### config.mk
export PLATFORM = sky130hd
export DESIGN_NAME = usr_regs
export DESIGN_NICKNAME = d
export VERILOG_FILES = /design/src/design/usr_pkg.sv /design/src/design/usr_regs.sv
export SDC_FILE = /design/constraint.sdc
export NUM_CORES = 1
export LEC_CHECK = 0
export ABC_AREA = 1
export BUFFER_PORTS_ARGS = -buffer_cell sky130_fd_sc_hd__buf_2
export CAP_MARGIN = 20
export CELL_PAD_IN_SITES_DETAIL_PLACEMENT = 0
export CELL_PAD_IN_SITES_GLOBAL_PLACEMENT = 1
export CORE_UTILIZATION = 43
export DETAILED_ROUTE_END_ITERATION = 7
export PLACE_DENSITY = 0.83
export SLEW_MARGIN = 40
export SYNTH_ARGS = -nofsm -noshare
export SYNTH_HDL_FRONTEND = slang
export SYNTH_SLANG_ARGS = --single-unit
### constraint.sdc
create_clock -name clk -period 5.1 [get_ports clk]
set_input_delay 0.255 -clock clk [delete_from_list [all_inputs] [get_ports clk]]
set_output_delay 0.255 -clock clk [all_outputs]
set_load 0.02 [all_outputs]
### src/design/usr_pkg.sv
// Package for the serial port status and holding register block.
// Assumes a single clock domain and a plain register port.
package usr_pkg;
    localparam logic [7:0] OFF_MASK_EN  = 8'h08;
    localparam logic [7:0] OFF_MASK_DIS = 8'h0c;
    localparam logic [7:0] OFF_MASK_RB  = 8'h10;
    localparam logic [7:0] OFF_STATUS   = 8'h14;
    localparam logic [7:0] OFF_RX_HOLD  = 8'h18;
    localparam logic [7:0] OFF_TX_HOLD  = 8'h1c;
    localparam logic [7:0] OFF_BAUD     = 8'h20;
    localparam logic [7:0] OFF_CTRL     = 8'h00;

    // Status bit positions, then the Manchester mask, transmit sync and baud fraction bits
    localparam int B_RX_CHAR_READY  = 0;
    localparam int B_TXFREE = 1;
    localparam int B_BRK    = 2;
    localparam int B_RX_DMA_END  = 3;
    localparam int B_TX_DMA_END  = 4;
    localparam int B_OVR    = 5;
    localparam int B_FRAME  = 6;
    localparam int B_PAR    = 7;
    localparam int B_TMO    = 8;
    localparam int B_TXEMP  = 9;
    localparam int B_RETRY_LIMIT_HIT   = 10;
    localparam int B_TX_DMA_BUFFER_EMPTY = 11;
    localparam int B_RX_DMA_BUFFER_FULL = 12;
    localparam int B_NEGATIVE_ACK_FLAG   = 13;
    localparam int B_RIC    = 16;
    localparam int B_CTSC   = 19;
    localparam int B_LVL    = 20;
    localparam int B_MANCHESTER_ERROR_FLAG = 24;
    localparam int B_MANMSK = 20;
    localparam int B_SYNC   = 15;
    localparam int B_FP_LO  = 16;

    // Command bits in the control register
    localparam int C_RXEN   = 0;
    localparam int C_RXDIS  = 1;
    localparam int C_TXEN   = 2;
    localparam int C_TXDIS  = 3;
    localparam int C_CLEAR_STATUS_CMD = 4;
    localparam int C_RSTNAK = 5;
    localparam int C_START_TIMEOUT_CMD  = 6;
    localparam int C_START_BREAK_CMD = 7;
    localparam int C_STPBRK = 8;

    localparam logic [31:0] MASK_VALID = 32'h001f_3fff;
    localparam logic [31:0] ZERO32     = 32'h0000_0000;
    localparam logic [15:0] DIV_RST    = 16'h0000;
    localparam logic [4:0]  OVERSAMPLE = 5'h10;

    typedef struct packed {
        logic [7:0]  addr;
        logic [31:0] wdata;
        logic        wr;
        logic        rd;
    } usr_bus_t;

    typedef struct packed {
        logic rx_end;
        logic tx_end;
        logic tx_buf_empty;
        logic rx_buf_full;
    } usr_dma_t;

    // Events from the line logic, one-cycle pulses
    typedef struct packed {
        logic       char_done;
        logic [8:0] char_val;
        logic       char_cmd;
        logic       brk;
        logic       overrun;
        logic       frame;
        logic       parity;
        logic       timeout;
        logic       retry_limit_hit;
        logic       negative_ack_flag;
        logic       manchester_error_flag;
    } usr_rxev_t;

    typedef enum logic [2:0] {
        TX_IDLE  = 3'b001,
        TX_SHIFT = 3'b010,
        TX_BREAK = 3'b100
    } usr_tx_st_t;
endpackage : usr_pkg

### src/design/usr_regs.sv
// Status, mask, holding and baud divider registers of the serial port.
// Assumes receive events arrive as synchronous pulses and that the
// shifter acknowledges each character with tx_shift_done.
// The baud fraction is kept for software but does not shape the tick.
// Function
// - Mask readback mirrors status bit positions, except the Manchester mask at bit 20
// - Receive ready set on char, cleared on read
// - Transmit free low while holding, break, disabled
// - Break seen sticky until status clear
// - Overrun sticky until status clear
// - Framing error sticky until status clear
// - Parity error sticky until status clear
// - Time-out flag after start, zero if disabled
// - All-empty needs holding and shifter empty
// - Retry limit sticky until status clear
// - Transfer channel flags are live copies
// - Negative ack cleared only by negative_ack_flag clear
// - Modem change flags cleared by status read
// - Manchester error sticky at bit 24
// - Receive holding gives char and command bit
// - Transmit bit 15 selects command sync
// - Next character queued behind current one
// - Baud register holds divisor and fraction
// - Enable sets, disable clears mask bits
// - Baud tick is clock over 16 and divisor
//
// Design decisions made here: the strobed register port and the address map.
`timescale 1ns/100ps
`default_nettype none
module usr_regs
    import usr_pkg::*;
#(
    parameter int DIV_W = 16
)(
    // Clock and reset
    input  wire logic              clk,
    input  wire logic              sys_rst,
    input  wire logic              clk_en,
    // Register port
    input  wire usr_pkg::usr_bus_t bus,
    output logic [31:0]            rdata,
    // Line side
    input  wire usr_pkg::usr_rxev_t rx_ev,
    input  wire usr_pkg::usr_dma_t  dma,
    input  wire logic [3:0]        modem_in,
    input  wire logic              timeout_armed,
    input  wire logic              tx_shift_done,
    // Transmit shifter feed and interrupt
    output logic                   tx_load,
    output logic [8:0]             tx_char,
    output logic                   tx_cmd_sync,
    output logic                   tx_break,
    output logic                   baud_tick,
    output logic                   irq
);
    import usr_pkg::*;

    logic [31:0] mask_r;
    logic        rx_en_r, tx_en_r;
    logic        rx_char_ready_r, rx_pend_r;
    logic [8:0]  rx_char_r;
    logic        rx_cmd_r;
    logic        hold_full_r, brk_pend_r;
    usr_tx_st_t  tx_st_r;
    logic        brk_r, ovr_r, frm_r, par_r, tmo_r, retry_limit_hit_r, negative_ack_flag_r, man_r;
    logic [3:0]  mchg_r, mlvl_r;
    logic [15:0] div_r;
    logic [2:0]  fp_r;
    logic [DIV_W-1:0] div_cnt_r;
    logic [3:0]  os_cnt_r;
    logic [8:0]  hold_char_r;
    logic        hold_cmd_r;
    logic [31:0] status;
    logic        wr_ctrl, wr_thr, rd_csr, rd_rhr, rst_sta;

    // Address decode of one strobe
    function automatic logic hit(input logic s, input logic [7:0] off);
        hit = s && (bus.addr == off);
    endfunction : hit

    // Set wins over clear so an event in the clear cycle is not lost
    function automatic logic sticky(input logic ev, input logic flag,
                                    input logic clr);
        sticky = ev | (flag & ~clr);
    endfunction : sticky

    // One command bit of a control register write
    function automatic logic cmd(input int b);
        cmd = wr_ctrl && bus.wdata[b];
    endfunction : cmd

    assign wr_ctrl = hit(bus.wr, OFF_CTRL);
    assign wr_thr  = hit(bus.wr, OFF_TX_HOLD);
    assign rd_csr  = hit(bus.rd, OFF_STATUS);
    assign rd_rhr  = hit(bus.rd, OFF_RX_HOLD);
    assign rst_sta = cmd(C_CLEAR_STATUS_CMD);

    // Enable state of both directions
    // Disable wins over enable when both bits are written together
    always_ff @(posedge clk)
    begin
        if (sys_rst)
        begin
            rx_en_r <= 1'b0;
            tx_en_r <= 1'b0;
        end
        else if (clk_en && wr_ctrl)
        begin
            if (bus.wdata[C_RXDIS])
                rx_en_r <= 1'b0;
            else if (bus.wdata[C_RXEN])
                rx_en_r <= 1'b1;
            if (bus.wdata[C_TXDIS])
                tx_en_r <= 1'b0;
            else if (bus.wdata[C_TXEN])
                tx_en_r <= 1'b1;
        end
    end

    // Mask register
    // Bits outside the valid set never read back as one
    always_ff @(posedge clk)
    begin
        if (sys_rst)
            mask_r <= ZERO32;
        else if (clk_en && hit(bus.wr, OFF_MASK_EN))
            mask_r <= mask_r | (bus.wdata & MASK_VALID);
        else if (clk_en && hit(bus.wr, OFF_MASK_DIS))
            mask_r <= mask_r & ~(bus.wdata & MASK_VALID);
    end

    // Receive holding; pend survives a disable so re-enable shows it
    always_ff @(posedge clk)
    begin
        if (sys_rst)
        begin
            rx_pend_r <= 1'b0;
            rx_char_r <= 9'h000;
            rx_cmd_r  <= 1'b0;
        end
        else if (clk_en)
        begin
            if (rx_ev.char_done)
            begin
                rx_pend_r <= 1'b1;
                rx_char_r <= rx_ev.char_val;
                rx_cmd_r  <= rx_ev.char_cmd;
            end
            // A read while disabled leaves the character pending
            else if (rd_rhr && rx_en_r)
                rx_pend_r <= 1'b0;
        end
    end
    assign rx_char_ready_r = rx_pend_r && rx_en_r;

    // Transmit holding and shifter occupancy
    always_ff @(posedge clk)
    begin
        if (sys_rst)
        begin
            hold_full_r <= 1'b0;
            hold_char_r <= 9'h000;
            hold_cmd_r  <= 1'b0;
            brk_pend_r  <= 1'b0;
            tx_st_r     <= TX_IDLE;
            tx_load     <= 1'b0;
            tx_char     <= 9'h000;
            tx_cmd_sync <= 1'b0;
            tx_break    <= 1'b0;
        end
        else if (clk_en)
        begin
            tx_load <= 1'b0;
            if (wr_thr && tx_en_r)
            begin
                hold_full_r <= 1'b1;
                hold_char_r <= bus.wdata[8:0];
                hold_cmd_r  <= bus.wdata[B_SYNC];
            end
            // Break is queued behind the character in the shifter
            if (cmd(C_START_BREAK_CMD) && tx_en_r)
                brk_pend_r <= 1'b1;
            case (tx_st_r)
                TX_IDLE:
                begin
                    if (brk_pend_r)
                    begin
                        brk_pend_r <= 1'b0;
                        tx_break   <= 1'b1;
                        tx_st_r    <= TX_BREAK;
                    end
                    // Wait out a landing write, or the new character is lost
                    else if (hold_full_r && !wr_thr)
                    begin
                        hold_full_r <= 1'b0;
                        tx_load     <= 1'b1;
                        tx_char     <= hold_char_r;
                        tx_cmd_sync <= hold_cmd_r;
                        tx_st_r     <= TX_SHIFT;
                    end
                end
                TX_SHIFT:
                    if (tx_shift_done)
                        tx_st_r <= TX_IDLE;
                TX_BREAK:
                    if (cmd(C_STPBRK))
                    begin
                        tx_break <= 1'b0;
                        tx_st_r  <= TX_IDLE;
                    end
                default:
                    tx_st_r <= TX_IDLE;
            endcase
            // Disabling drops a waiting character and any queued break
            if (cmd(C_TXDIS))
            begin
                hold_full_r <= 1'b0;
                brk_pend_r  <= 1'b0;
            end
        end
    end

    // Sticky receive errors; a new event wins over the clear
    always_ff @(posedge clk)
    begin
        if (sys_rst)
        begin
            brk_r <= 1'b0;
            ovr_r <= 1'b0;
            frm_r <= 1'b0;
            par_r <= 1'b0;
            retry_limit_hit_r <= 1'b0;
            man_r <= 1'b0;
        end
        else if (clk_en)
        begin
            brk_r  <= sticky(rx_ev.brk, brk_r, rst_sta);
            ovr_r  <= sticky(rx_ev.overrun, ovr_r, rst_sta);
            frm_r  <= sticky(rx_ev.frame, frm_r, rst_sta);
            par_r  <= sticky(rx_ev.parity, par_r, rst_sta);
            retry_limit_hit_r <= sticky(rx_ev.retry_limit_hit, retry_limit_hit_r, rst_sta);
            man_r  <= sticky(rx_ev.manchester_error_flag, man_r, rst_sta);
        end
    end

    // Time-out and negative ack have their own clears
    always_ff @(posedge clk)
    begin
        if (sys_rst)
        begin
            tmo_r  <= 1'b0;
            negative_ack_flag_r <= 1'b0;
        end
        else if (clk_en)
        begin
            // Status gates on the armed level, so a zero time-out reads 0
            tmo_r  <= sticky(rx_ev.timeout & timeout_armed, tmo_r,
                             cmd(C_START_TIMEOUT_CMD));
            negative_ack_flag_r <= sticky(rx_ev.negative_ack_flag, negative_ack_flag_r, cmd(C_RSTNAK));
        end
    end

    // Modem change detect, cleared by a status read
    always_ff @(posedge clk)
    begin
        if (sys_rst)
        begin
            // Take the pin level so no false change follows reset
            mlvl_r <= modem_in;
            mchg_r <= 4'h0;
        end
        else if (clk_en)
        begin
            mlvl_r <= modem_in;
            mchg_r <= (modem_in ^ mlvl_r) | (mchg_r & {4{~rd_csr}});
        end
    end

    // Baud generator: divisor then sixteen-times oversampling
    always_ff @(posedge clk)
    begin
        if (sys_rst)
        begin
            div_r <= DIV_RST;
            fp_r  <= 3'h0;
        end
        else if (clk_en && hit(bus.wr, OFF_BAUD))
        begin
            div_r <= bus.wdata[15:0];
            fp_r  <= bus.wdata[B_FP_LO+2:B_FP_LO];
        end
    end

    // Fraction is stored only; the tick ignores it. A zero divisor holds
    // the counters, so a new divisor starts with a full period.
    always_ff @(posedge clk)
    begin
        if (sys_rst)
        begin
            div_cnt_r <= '0;
            os_cnt_r  <= 4'h0;
            baud_tick <= 1'b0;
        end
        else if (clk_en)
        begin
            baud_tick <= 1'b0;
            if (div_r == DIV_RST)
            begin
                div_cnt_r <= '0;
                os_cnt_r  <= 4'h0;
            end
            else if (div_cnt_r >= DIV_W'(div_r - 16'h0001))
            begin
                div_cnt_r <= '0;
                os_cnt_r  <= os_cnt_r + 4'h1;
                baud_tick <= (os_cnt_r == 4'(OVERSAMPLE - 5'h01));
            end
            else
                div_cnt_r <= div_cnt_r + DIV_W'(1);
        end
    end

    always_comb
    begin
        // Channel flags pass straight through, modem levels one cycle late; only the flags are sticky
        status = ZERO32;
        status[B_RX_CHAR_READY]  = rx_char_ready_r;
        // A break in progress keeps the holding register closed as well
        status[B_TXFREE] = tx_en_r && !hold_full_r && !brk_pend_r &&
                           tx_st_r != TX_BREAK;
        status[B_BRK]    = brk_r;
        status[B_RX_DMA_END]  = dma.rx_end;
        status[B_TX_DMA_END]  = dma.tx_end;
        status[B_OVR]    = ovr_r;
        status[B_FRAME]  = frm_r;
        status[B_PAR]    = par_r;
        status[B_TMO]    = tmo_r && timeout_armed;
        status[B_TXEMP]  = tx_en_r && !hold_full_r &&
                           tx_st_r == TX_IDLE;
        status[B_RETRY_LIMIT_HIT]   = retry_limit_hit_r;
        status[B_TX_DMA_BUFFER_EMPTY] = dma.tx_buf_empty;
        status[B_RX_DMA_BUFFER_FULL] = dma.rx_buf_full;
        status[B_NEGATIVE_ACK_FLAG]   = negative_ack_flag_r;
        status[B_CTSC:B_RIC] = mchg_r;
        status[B_LVL+3:B_LVL] = mlvl_r;
        status[B_MANCHESTER_ERROR_FLAG] = man_r;
    end

    // Read data, one cycle after the strobe; mask bit 20 gates the manchester flag at 24
    always_ff @(posedge clk)
    begin
        if (sys_rst)
        begin
            rdata <= ZERO32;
            irq   <= 1'b0;
        end
        else if (clk_en)
        begin
            rdata <= ZERO32;
            if (bus.rd)
                case (bus.addr)
                    OFF_MASK_RB: rdata <= mask_r;
                    OFF_STATUS:  rdata <= status;
                    OFF_RX_HOLD: rdata <= {16'h0000, rx_cmd_r, 6'h00,
                                           rx_char_r};
                    OFF_BAUD:    rdata <= {13'h0000, fp_r, div_r};
                    // Write-only and unmapped offsets read as zero
                    default:     rdata <= ZERO32;
                endcase
            // Mask bit 20 gates the Manchester flag, not the line level
            irq <= |(status[19:0] & mask_r[19:0]) |
                   (status[B_MANCHESTER_ERROR_FLAG] & mask_r[B_MANMSK]);
        end
    end
endmodule : usr_regs
`default_nettype wire

; ---- Word-level counts from Yosys, hierarchy flattened
; Cells that the tools add are included.
[word_totals]
register_bits = 161
in_bits = 74
output_inout_bits = 46
elab_cells = 170
[op_classes]
add_sub_neg = 3
order_cmp = 1
n_eq_ne = 16
muxes = 38
n_bitwise = 31
reduce_logical = 49
[op_table]
columns = cell, n
row1 = $pmux W32 S4, 1
row2 = $mux W32, 3
row3 = $and A32 B32 Y32, 1
row4 = $eq A8 B5 Y1 const B, 4
row5 = $mux W16, 2
row6 = $not A21 Y32, 1
row7 = $or A32 B21 Y32, 1
row8 = $logic_and A1 B1 Y1, 27
row9 = $mux W1, 22
row10 = $and A20 B20 Y20, 1
row11 = $reduce_or A20 Y1, 1
row12 = $add A16 B1 Y16 const B, 1
row13 = $eq A8 B4 Y1 const B, 2
row14 = $ge A16 B16 Y1, 1
row15 = $logic_not A16 Y1, 1
row16 = $mux W4, 4
row17 = $sub A16 B1 Y16 const B, 1
row18 = $reduce_bool A2 Y1, 7
row19 = $mux W3, 4
row20 = $reduce_and A2 Y1, 6
row21 = $reduce_and A4 Y1, 3
row22 = $and A1 B1 Y1, 10
row23 = $or A1 B1 Y1, 9
row24 = $pmux W3 S3, 1
row25 = 15 further kinds, 24

; ---- Depth between registers and ports, before layout
; Gate-level depths: netlist (run 1).
[logic_depth]
ltp_word = 8
depth_mapped = 19
ltp_nobuf = 19

; ---- Least setup slack after synthesis (run 1)
; OpenSTA, ideal clock, no wires.
[synth_timing]
kind = register to register
startpoint = reg div_r[2]
endpoint = reg div_cnt_r[10]
arrival_ps = 2463
required_time_ps = 5036
slack_ps = 2573
stages_incl_launch_ff = 18
path_cell_list = dfxtp_1 nor2_1 nand3_1 nor2_2 nand4_1 nor2_1 nand3_1 xor2_1 inv_1 ha_1 a21oi_1 o21ai_0 nor2_1 nand3_2 nand2_2 nand2_2 buf_4 nor2_1
[synth_via]
elab_chain_cells = 4
[synth_rtl]
columns = element, line_no
row1 = from (decl), usr_regs.sv:67  ; logic [15:0] div_r;
row2 = from (signal assigned), usr_regs.sv:289  ; div_r <= bus.wdata[15:0];
row3 = $sub A16 B1 Y16, usr_regs.sv:312  ; else if (div_cnt_r >= DIV_W'(div_r - 16'h0001))
row4 = $ge A16 B16 Y1, usr_regs.sv:312
row5 = $mux W16, usr_regs.sv:312
row6 = $mux W16 (*), usr_regs.sv:307  ; if (div_r == DIV_RST)
row7 = to (signal assigned), usr_regs.sv:319  ; div_cnt_r <= div_cnt_r + DIV_W'(1);
row8 = to (decl), usr_regs.sv:69  ; logic [DIV_W-1:0] div_cnt_r;
; Every way passes the cells marked *; elsewhere a longest branch is shown, timed or not.
; A chain may end at the register's enable or synchronous reset.

; ---- Worst setup path in the final report (run 1)
[layout_timing]
startpoint = reg div_r[2]
endpoint = reg div_cnt_r[4]
; The elaborated chain is that of the path after synthesis.

==> results of run 1 <==
-- power groups by stage --
stage	clock, W	sequential [W]	combinational [W]
2_1_floorplan	0	0.00116	0.0000835
3_3_place_gp	0	0.00117	0.000136
3_5_place_dp	0	0.00117	0.000135
4_1_cts	0.00116	0.00114	0.000136
5_1_grt	0.00121	0.00115	0.000154
6_report	0.00114	0.00114	0.000137
-- worst paths after layout --
check	slack, ps	cells after the start	startpoint	endpoint
setup / recovery	2000	16	div_r[2]$_SDFFE_PP0P_	div_cnt_r[4]$_SDFFE_PP0P_
hold reg to reg	440	2	hold_char_r[3]$_SDFFE_PP0P_	tx_char[3]$_SDFFE_PP0P_
setup reg to reg	2000	16	div_r[2]$_SDFFE_PP0P_	div_cnt_r[4]$_SDFFE_PP0P_
hold / removal	20	1	modem_in[3]	mlvl_r[3]$_DFFE_PP_
-- cells in the final DEF (no fill, tap or decap), types with 17 or more instances in the layout --
master,instances
ha_1,19
nand3_1,40
a21oi_1,72
inv_1,102
nor2_1,81
o21ai_0,73
nand2_1,213
buf_2,101
dfxtp_1,137
clkbuf_16,17
-- area by class of cell --
type | count | area (sq um) | share of cell area, %
Multi-Input combinational cell | 630 | 3250 | 41.5
Sequential cell | 141 | 2860 | 36.6
Timing Repair Buffer | 107 | 551 | 7.04
Clock buffer | 20 | 447 | 5.71
Inverter | 105 | 394 | 5.04
Tap cell | 188 | 235 | 3.01
Clock inverter | 12 | 90.1 | 1.15
-- cell families (layout without fill, tap and decap cells) --
| family | Yosys count | in the layout | share of synthesized area (%) |
|---|---|---|---|
| xor+xnor | 24 | 24 | 3.15 |
| other cells | 1 | 7 | 0.0561 |
| fa+ha+maj | 19 | 19 | 3.56 |
| buf+inv | 143 | 244 | 9.09 |
| flops | 141 | 141 | 42.9 |
| compound gates | 197 | 197 | 16.5 |
| simple gates | 383 | 383 | 24.8 |
-- critical path: cells and delay by family (launching register included) --
kind                       cells  cell delay [ps]
buffers and inverters          1               60
xor gates and xnor gates       1              140
adders and majority gates      1              310
AOI/OAI and AO/OA              2              260
DFF                            1              380
and+or+nand+nor               11             1870
-- cell usage after synthesis (11+ instances only) --
library cell / n
nor2_1: 82
nand4_1: 15
dfxtp_1: 137
nand3_1: 40
buf_2: 11
o21ai_0: 73
a21oi_1: 72
inv_1: 102
clkbuf_1: 13
nand2_1: 213
xor2_1: 16
ha_1: 19
buf_4: 11
-- metrics by stage --
stage                     cells  total power, W  hold slack, ps
after floorplan             914         0.00125             354
after global routing       1203         0.00251            20.9
after global placement     1171         0.00130             433
after detailed placement   1171         0.00130             436
after CTS                  1203         0.00244            9.93
final                      1203         0.00242            22.0
-- metal layers --
| layer | up-vias | routed length, um | part of all wire, % |
|---|---|---|---|
| met1 | 2790 | 8920 | 48 |
| li1 | 3168 | - | - |
| met2 | 181 | 8330 | 45 |
| met4 | 0 | 279 | 1.5 |
| met5 | - | 0 | 0 |
| met3 | 22 | 1040 | 5.6 |
==> metrics.csv, run 1 <==
stage,metric,value,unit
sta,skew,8.75,ps
placement,place_ws,2010,ps
placement,place_area,0.00728,sq mm
power_and_ir_drop,p_int,0.00181,W
clocking,cts_sinks,141,
sta,slew_viol_final,0,
clocking,cts_setup_buffers,0,
global_routing,use_met2,38.2,%
synth,synth_edf_count,4,
power_and_ir_drop,p_switching,0.000614,W
clocking,hold_buffers,0,
cells_and_area,areaGrowthSynthToFinish,17.2,%
synth,netlist_area,0.00668,sq mm
global_routing,grt_pass1_wl,30100,um
sta,setup_viol,0,
global_routing,grt_pass1_vias,5671,
routing,route.detailed.wl_per_inst,15.4,um
sta,min_period,3100,ps
die,die_width,127,um
power_and_ir_drop,p_clk_share,47.2,%
sta,fmax,0.323,GHz
synth,yosys_register_bits,141,
synth,synth_sequential_area_ratio,42.9,%
status,outcome,"complete, no violations",
power_and_ir_drop,p_seq_share,47.2,%
routing,num_vias,6161,
worst_setup_path,cp_slowest_cell,dfxtp_1,
global_routing,use_met3,4.77,%
global_routing,grt_max_degree,60,
global_routing,top_usage_layer,met2,
routing,drtAntennaViolNets,0,
worst_setup_path,end_kind,flip-flop,
synth,yosys_warnings,0,
sta,worstMarginPinSlew,832,ps
sta,rsz0062_at_grt,false,
synth,yosysTopAreaCellShare,41.1,%
sta,slew_headroom,44.5,%
worst_setup_path,cp_data_required_time,5460,ps
clocking,clk_pin_slew,60,ps
placement,dp_hpwl,13500,um
routing,first_pass_iters,6,
flow_run,max-cap-violations,0,
sta,worst_slack,2000,ps
synth,netlist_instances,908,
sta,finalHoldViolCount,0,
synth,synthFlopType,dfxtp_1,
worst_setup_path,crit_path_max_fanout,13,
die,dieArea,0.0160,sq mm
clocking,cts_buffer_depth,2,
worst_setup_path,criticalPathCategory,reg2reg,
global_routing,met1_usage,33.4,%
power_and_ir_drop,power_density,310,mW/mm^2
worst_setup_path,cp-start-kind,flip-flop,
worst_setup_path,cp_cell_sequence,"nor2_1, nand3_1, nor2_2, nand4_1, nor2_1, nand3_1, xor2_1, inv_1, ha_1, a21oi_1, o21ai_0, nor2_1, nand3_2, nand2_2, nand2_2, nor2_1",
worst_setup_path,crit_arrival,3460,ps
clocking,cts.repair.resized,0,
worst_setup_path,critPathMaxStageDelay,380,ps
worst_hold_path,hp-class,in2reg,
clocking,cts_tree,yes,
synth,yosysTopAreaCell,dfxtp_1,
routing,viasPerCell,5.12,
die,core,0.0152,sq mm
clocking,cts-buffers-inserted,17,
cells_and_area,final_core_util,51.5,%
cells_and_area,antenna_cells,0,
die,fp.dieH,127,um
cells_and_area,drive_gt1_share,15.9,%
synth,syn_area_per_cell,7.36,sq um
die,num_rows,45,
synth,synth_area_leaders,"dfxtp_1 (41%), nand2_1 (12%), inv_1 (5.7%)",
power_and_ir_drop,total_leakage_power,3.61,nW
synth,async_flop_share,0,%
clocking,htreeDepth,4,
synth,synthDistinctLibCells,45,
cells_and_area,final_nets,1095,
clocking,cts-root-buf,clkbuf_16,
routing,wirelength,18600,um
die,ios,120,
die,initial_utilization,43.9,%
placement,io_buffer_count,101,
sta,fin_crit_sh,60.8,%
clocking,clock_latency,440,ps
cells_and_area,stdcell_area,0.00783,sq mm
global_routing,gr-total-overflow,0,
cells_and_area,n_fill_cell,1549,
power_and_ir_drop,swShare,25.4,%
global_routing,antenna_found_initial,0,
routing,drc,0,
global_routing,grt_usage,24.3,%
routing,drt_iter0_drc,439,
placement,routabilityCongestion,0.825,
worst_setup_path,cp_common_cell,nor2_1,
power_and_ir_drop,vdd_drop_max,0.000249,V
sta,fin_setup_tns,0,ps
power_and_ir_drop,comb_power_share,5.6,%
Power figures use the tool's default switching activity.
==> run 2: changes to the inputs <==
--- a/config.mk
+++ b/config.mk
@@ -5,14 +5,14 @@
 export SDC_FILE = /design/constraint.sdc
 export NUM_CORES = 1
 export LEC_CHECK = 0
-export ABC_AREA = 1
+export ABC_AREA = 0
 export BUFFER_PORTS_ARGS = -buffer_cell sky130_fd_sc_hd__buf_2
 export CAP_MARGIN = 20
 export CELL_PAD_IN_SITES_DETAIL_PLACEMENT = 0
 export CELL_PAD_IN_SITES_GLOBAL_PLACEMENT = 1
-export CORE_UTILIZATION = 43
+export CORE_UTILIZATION = 38
 export DETAILED_ROUTE_END_ITERATION = 7
-export PLACE_DENSITY = 0.83
+export PLACE_DENSITY = 0.76
 export SLEW_MARGIN = 40
 export SYNTH_ARGS = -nofsm -noshare
 export SYNTH_HDL_FRONTEND = slang
==> constraint.sdc (replaced) <==
create_clock -name clk -period 2.7 [get_ports clk]
set_input_delay 0.135 -clock clk [delete_from_list [all_inputs] [get_ports clk]]
set_output_delay 0.135 -clock clk [all_outputs]
set_load 0.02 [all_outputs]
==> run 2 against run 1 <==
Effect of this change: the flow now finishes with violations (negative setup slack); count of clock-buffer cells in the layout down 2; clock power up 120%; core utilization up 0.44 points; critical path depth down 4; final cell count down 8.6%; non-clock buffer count up 77; clock skew down 1.5 ps; fmax about the same; sequential share of layout area down 2.3 points; setup slack worse by 2400 ps; first-iteration DRC count up 35%.
==> metrics.csv, run 2 <==
stage,metric,value,unit,change
status,outcome,"complete, but fails checks",,
status,violations,negative setup slack,,
worst_setup_path,cp_cell_sequence,"or4_4, or4_4, nor4_4, xnor2_1, ha_1, nand4_1, nor3_2, o311ai_1, and4_4, a21boi_4, buf_12, mux2i_1",,
clocking,cts_buffer_depth,2,,unchanged
worst_setup_path,criticalPathCategory,reg2reg,,
die,initial_utilization,39.4,%,-4.5 points
synth,netlist_area,0.00635,sq mm,-4.9%
synth,yosys_register_bits,141,,unchanged
power_and_ir_drop,vdd_drop_max,0.000466,V,+87%
synth,synth_sequential_area_ratio,45.1,%,+2.2 points
power_and_ir_drop,p_seq_share,43.8,%,-3.4 points
worst_setup_path,crit_arrival,3450,ps,about the same
clocking,cts_sinks,141,,unchanged
synth,syn_area_per_cell,8.87,sq um,+21%
placement,routabilityCongestion,0.837,,+1.5%
clocking,clock_latency,430,ps,about the same
synth,synth_most_common_cell,dfxtp_1,,
sta,finalHoldViolCount,0,,unchanged
global_routing,grt_pass1_vias,5859,,+3.3%
worst_setup_path,r2r_cells,12,,-4
die,die_width,131,um,+3.7%
synth,yosysTopAreaCell,dfxtp_1,,
global_routing,grt_pass1_wl,30100,um,unchanged
worst_setup_path,cp.depth,12,,-4
worst_setup_path,cp_common_cell,or4_4,,
synth,yosys_warnings,0,,unchanged
sta,fin_crit_sh,115,%,+54 points
routing,first_pass_iters,6,,unchanged
worst_setup_path,cp_slowest_cell,or4_4,,
synth,synthDistinctLibCells,57,,+27%
sta,rsz0062_at_grt,true,,
synth,yosysTopAreaCellShare,43.2,%,+2.1 points
die,core,0.0161,sq mm,+6.0%
worst_setup_path,cp_top_family,simple AND/OR/NAND/NOR gates,,
worst_setup_path,crit_buf_inv,1,,unchanged
power_and_ir_drop,p_int,0.00379,W,+110%
routing,num_vias,5991,,-2.8%
clocking,htreeDepth,4,,unchanged
die,fp.dieH,131,um,+3.7%
cells_and_area,final_nets,964,,-12%
placement,place_area,0.00733,sq mm,+0.64%
power_and_ir_drop,comb_power_share,5.7,%,about the same
routing,wirelength,18400,um,-0.80%
routing,viasPerCell,5.45,,+6.3%
global_routing,gr-total-overflow,0,,unchanged
sta,setup_viol,21,,+21
die,num_rows,46,,+2.2%
power_and_ir_drop,swShare,22.6,%,-2.8 points
synth,async_flop_share,0,%,unchanged
sta,slew_viol_final,0,,unchanged
sta,fmax,0.323,GHz,about the same
global_routing,grt_max_degree,40,,-33%
cells_and_area,areaGrowthSynthToFinish,31.8,%,
synth,synth_area_leaders,"dfxtp_1 (43%), nand2_1 (6.3%), a21oi_1 (5.8%)",,
sta,whs,26.4,ps,+4.41 ps
synth,synth_edf_count,4,,unchanged
worst_setup_path,crit_path_max_fanout,15,,+2
cells_and_area,layout_common_cells,"dfxtp_1 (135), nand2_1 (107), buf_2 (100), a21oi_1 (73), nor2_1 (46)",,
sta,worst_slack,-397,ps,-2400 ps
cells_and_area,antenna_cells,0,,unchanged
die,dieArea,0.0172,sq mm,+7.4%
power_and_ir_drop,power_density,585,mW/mm^2,+89%
routing,drc,0,,unchanged
clocking,cts-root-buf,clkbuf_16,,
clocking,cts_setup_buffers,0,,unchanged
synth,synthFlopType,dfxtp_1,,
placement,io_buffer_count,101,,unchanged
power_and_ir_drop,p_switching,0.00111,W,+80%
cells_and_area,drive_gt1_share,22.5,%,+6.6 points
synth,netlist_instances,716,,-21%
clocking,clk_pin_slew,60,ps,about the same
routing,drtAntennaViolNets,0,,unchanged
worst_hold_path,hp-class,in2reg,,
worst_setup_path,cp-start-kind,flip-flop,,
clocking,cts_tree,yes,,
sta,slew_headroom,49.2,%,+4.7 points
sta,skew,7.23,ps,-1.51 ps
clocking,cts-buffers-inserted,17,,unchanged
global_routing,grt_usage,22.0,%,-2.3 points
flow_run,max-cap-violations,0,,unchanged
cells_and_area,final_common_cell,dfxtp_1,,
sta,min_period,3100,ps,-2.51 ps
worst_setup_path,reg2reg_slack,-400,ps,-2400 ps
worst_hold_path,hold_depth,4,,+3
power_and_ir_drop,p_clk_share,50.5,%,+3.3 points
sta,worstMarginPinSlew,763,ps,-69.2 ps
worst_setup_path,cp_data_required_time,3060,ps,-2400 ps
global_routing,antenna_found_initial,0,,unchanged
placement,dp_hpwl,13300,um,-1.9%
die,ios,120,,unchanged
routing,drt_iter0_drc,594,,+35%
routing,route.detailed.wl_per_inst,16.7,um,+8.5%
synth,synthTopCellsByCount,"dfxtp_1 (137), nand2_1 (107), a21oi_1 (73)",,
power_and_ir_drop,total_leakage_power,3.49,nW,-3.5%
cells_and_area,stdcell_area,0.00837,sq mm,+6.9%
worst_setup_path,critPathMaxStageDelay,540,ps,+160 ps
worst_setup_path,end_kind,flip-flop,,
## run 2: changes by cell type in the layout (fill, tap and decap cells not counted), moves of 19 or more
cell           delta
dlygate4sd3_1    +40
mux2i_1          +21
nand3_1          -26
nand2_1         -106
nor2_1           -35
o21ai_0          -53
inv_1            -94
buf_4            +36
a311oi_1         +19
## run 2: logic make-up (layout without fill, tap and decap cells)
family	after synthesis	after routing	synth area share, %
XOR/XNOR	32	32	4.41
multiplexers	22	22	3.55
AND/OR/NAND/NOR	256	256	19.1
other	1	7	0.0591
buffers and inverters	62	224	4.37
adder cells (fa/ha/maj)	19	19	3.74
AO/OA/AOI/OAI	183	183	19.6
flip-flops	141	141	45.1
## run 2: path summary, 6_finish.rpt
check	start	to
setup reg to reg	div_r[8]$_SDFFE_PP0P_	os_cnt_r[1]$_SDFFE_PP0P_
hold / removal	tx_shift_done	tx_st_r[1]$_SDFFE_PP0P_
hold reg to reg	rdata[3]$_SDFFE_PP0P_	rdata[3]$_SDFFE_PP0P_
setup / recovery	div_r[8]$_SDFFE_PP0P_	os_cnt_r[1]$_SDFFE_PP0P_
## run 2: area by class of cell
| cell class | instances | area, sq um |
|---|---|---|
| fillers | 1504 | 7750 |
| repair buffers | 184 | 1250 |
| clock inverters | 14 | 194 |
| inverters | 8 | 30.0 |
| well taps | 216 | 270 |
| clock buffers | 18 | 429 |
| flip-flops and latches | 141 | 2870 |
| multi-input cells | 519 | 3330 |
## run 2: through the flow
stage / TNS [ps] / power (W) / cells / util [%] / worst slack [ps]
detailed placement: -8770 / 0.00242 / 1028 / 45.5 / -493
finish: -6810 / 0.00489 / 1100 / 51.9 / -397
global placement: -7080 / 0.00241 / 1028 / 45.5 / -411
floorplan: -8240 / 0.00230 / 722 / - / -556
CTS: -7130 / 0.00493 / 1100 / 51.9 / -417
global route: -10970 / 0.00506 / 1100 / 51.9 / -604
## run 2: repair_timing
item | CTS | global route
hold endpoints to repair | 48 | 0
gates resized for setup | 4 | 1
pin swaps | 1 | 0
endpoints found under the setup margin | 21 | 21
hold buffers | 40 | 0
## run 2: per-layer routing
layer / track usage, % / wire length (um)
met2: 36.0 / 8690
met3: 4.24 / 1260
met5: 0 / 0
met1: 29.2 / 8270
met4: 6.85 / 198
## run 2: power groups by stage
stage / Combinational (W) / Clock [W] / Sequential (W)
global placement: 0.000225 / 0 / 0.00219
CTS: 0.000275 / 0.00251 / 0.00214
finish: 0.000277 / 0.00247 / 0.00214
floorplan: 0.000122 / 0 / 0.00218
detailed placement: 0.000229 / 0 / 0.00219
global route: 0.000301 / 0.00261 / 0.00215
## run 2: tightest hold or removal path: stages
cell and delay [ps]:
buf_2 90, o31ai_1 60, nand2_1 60, a21oi_1 60
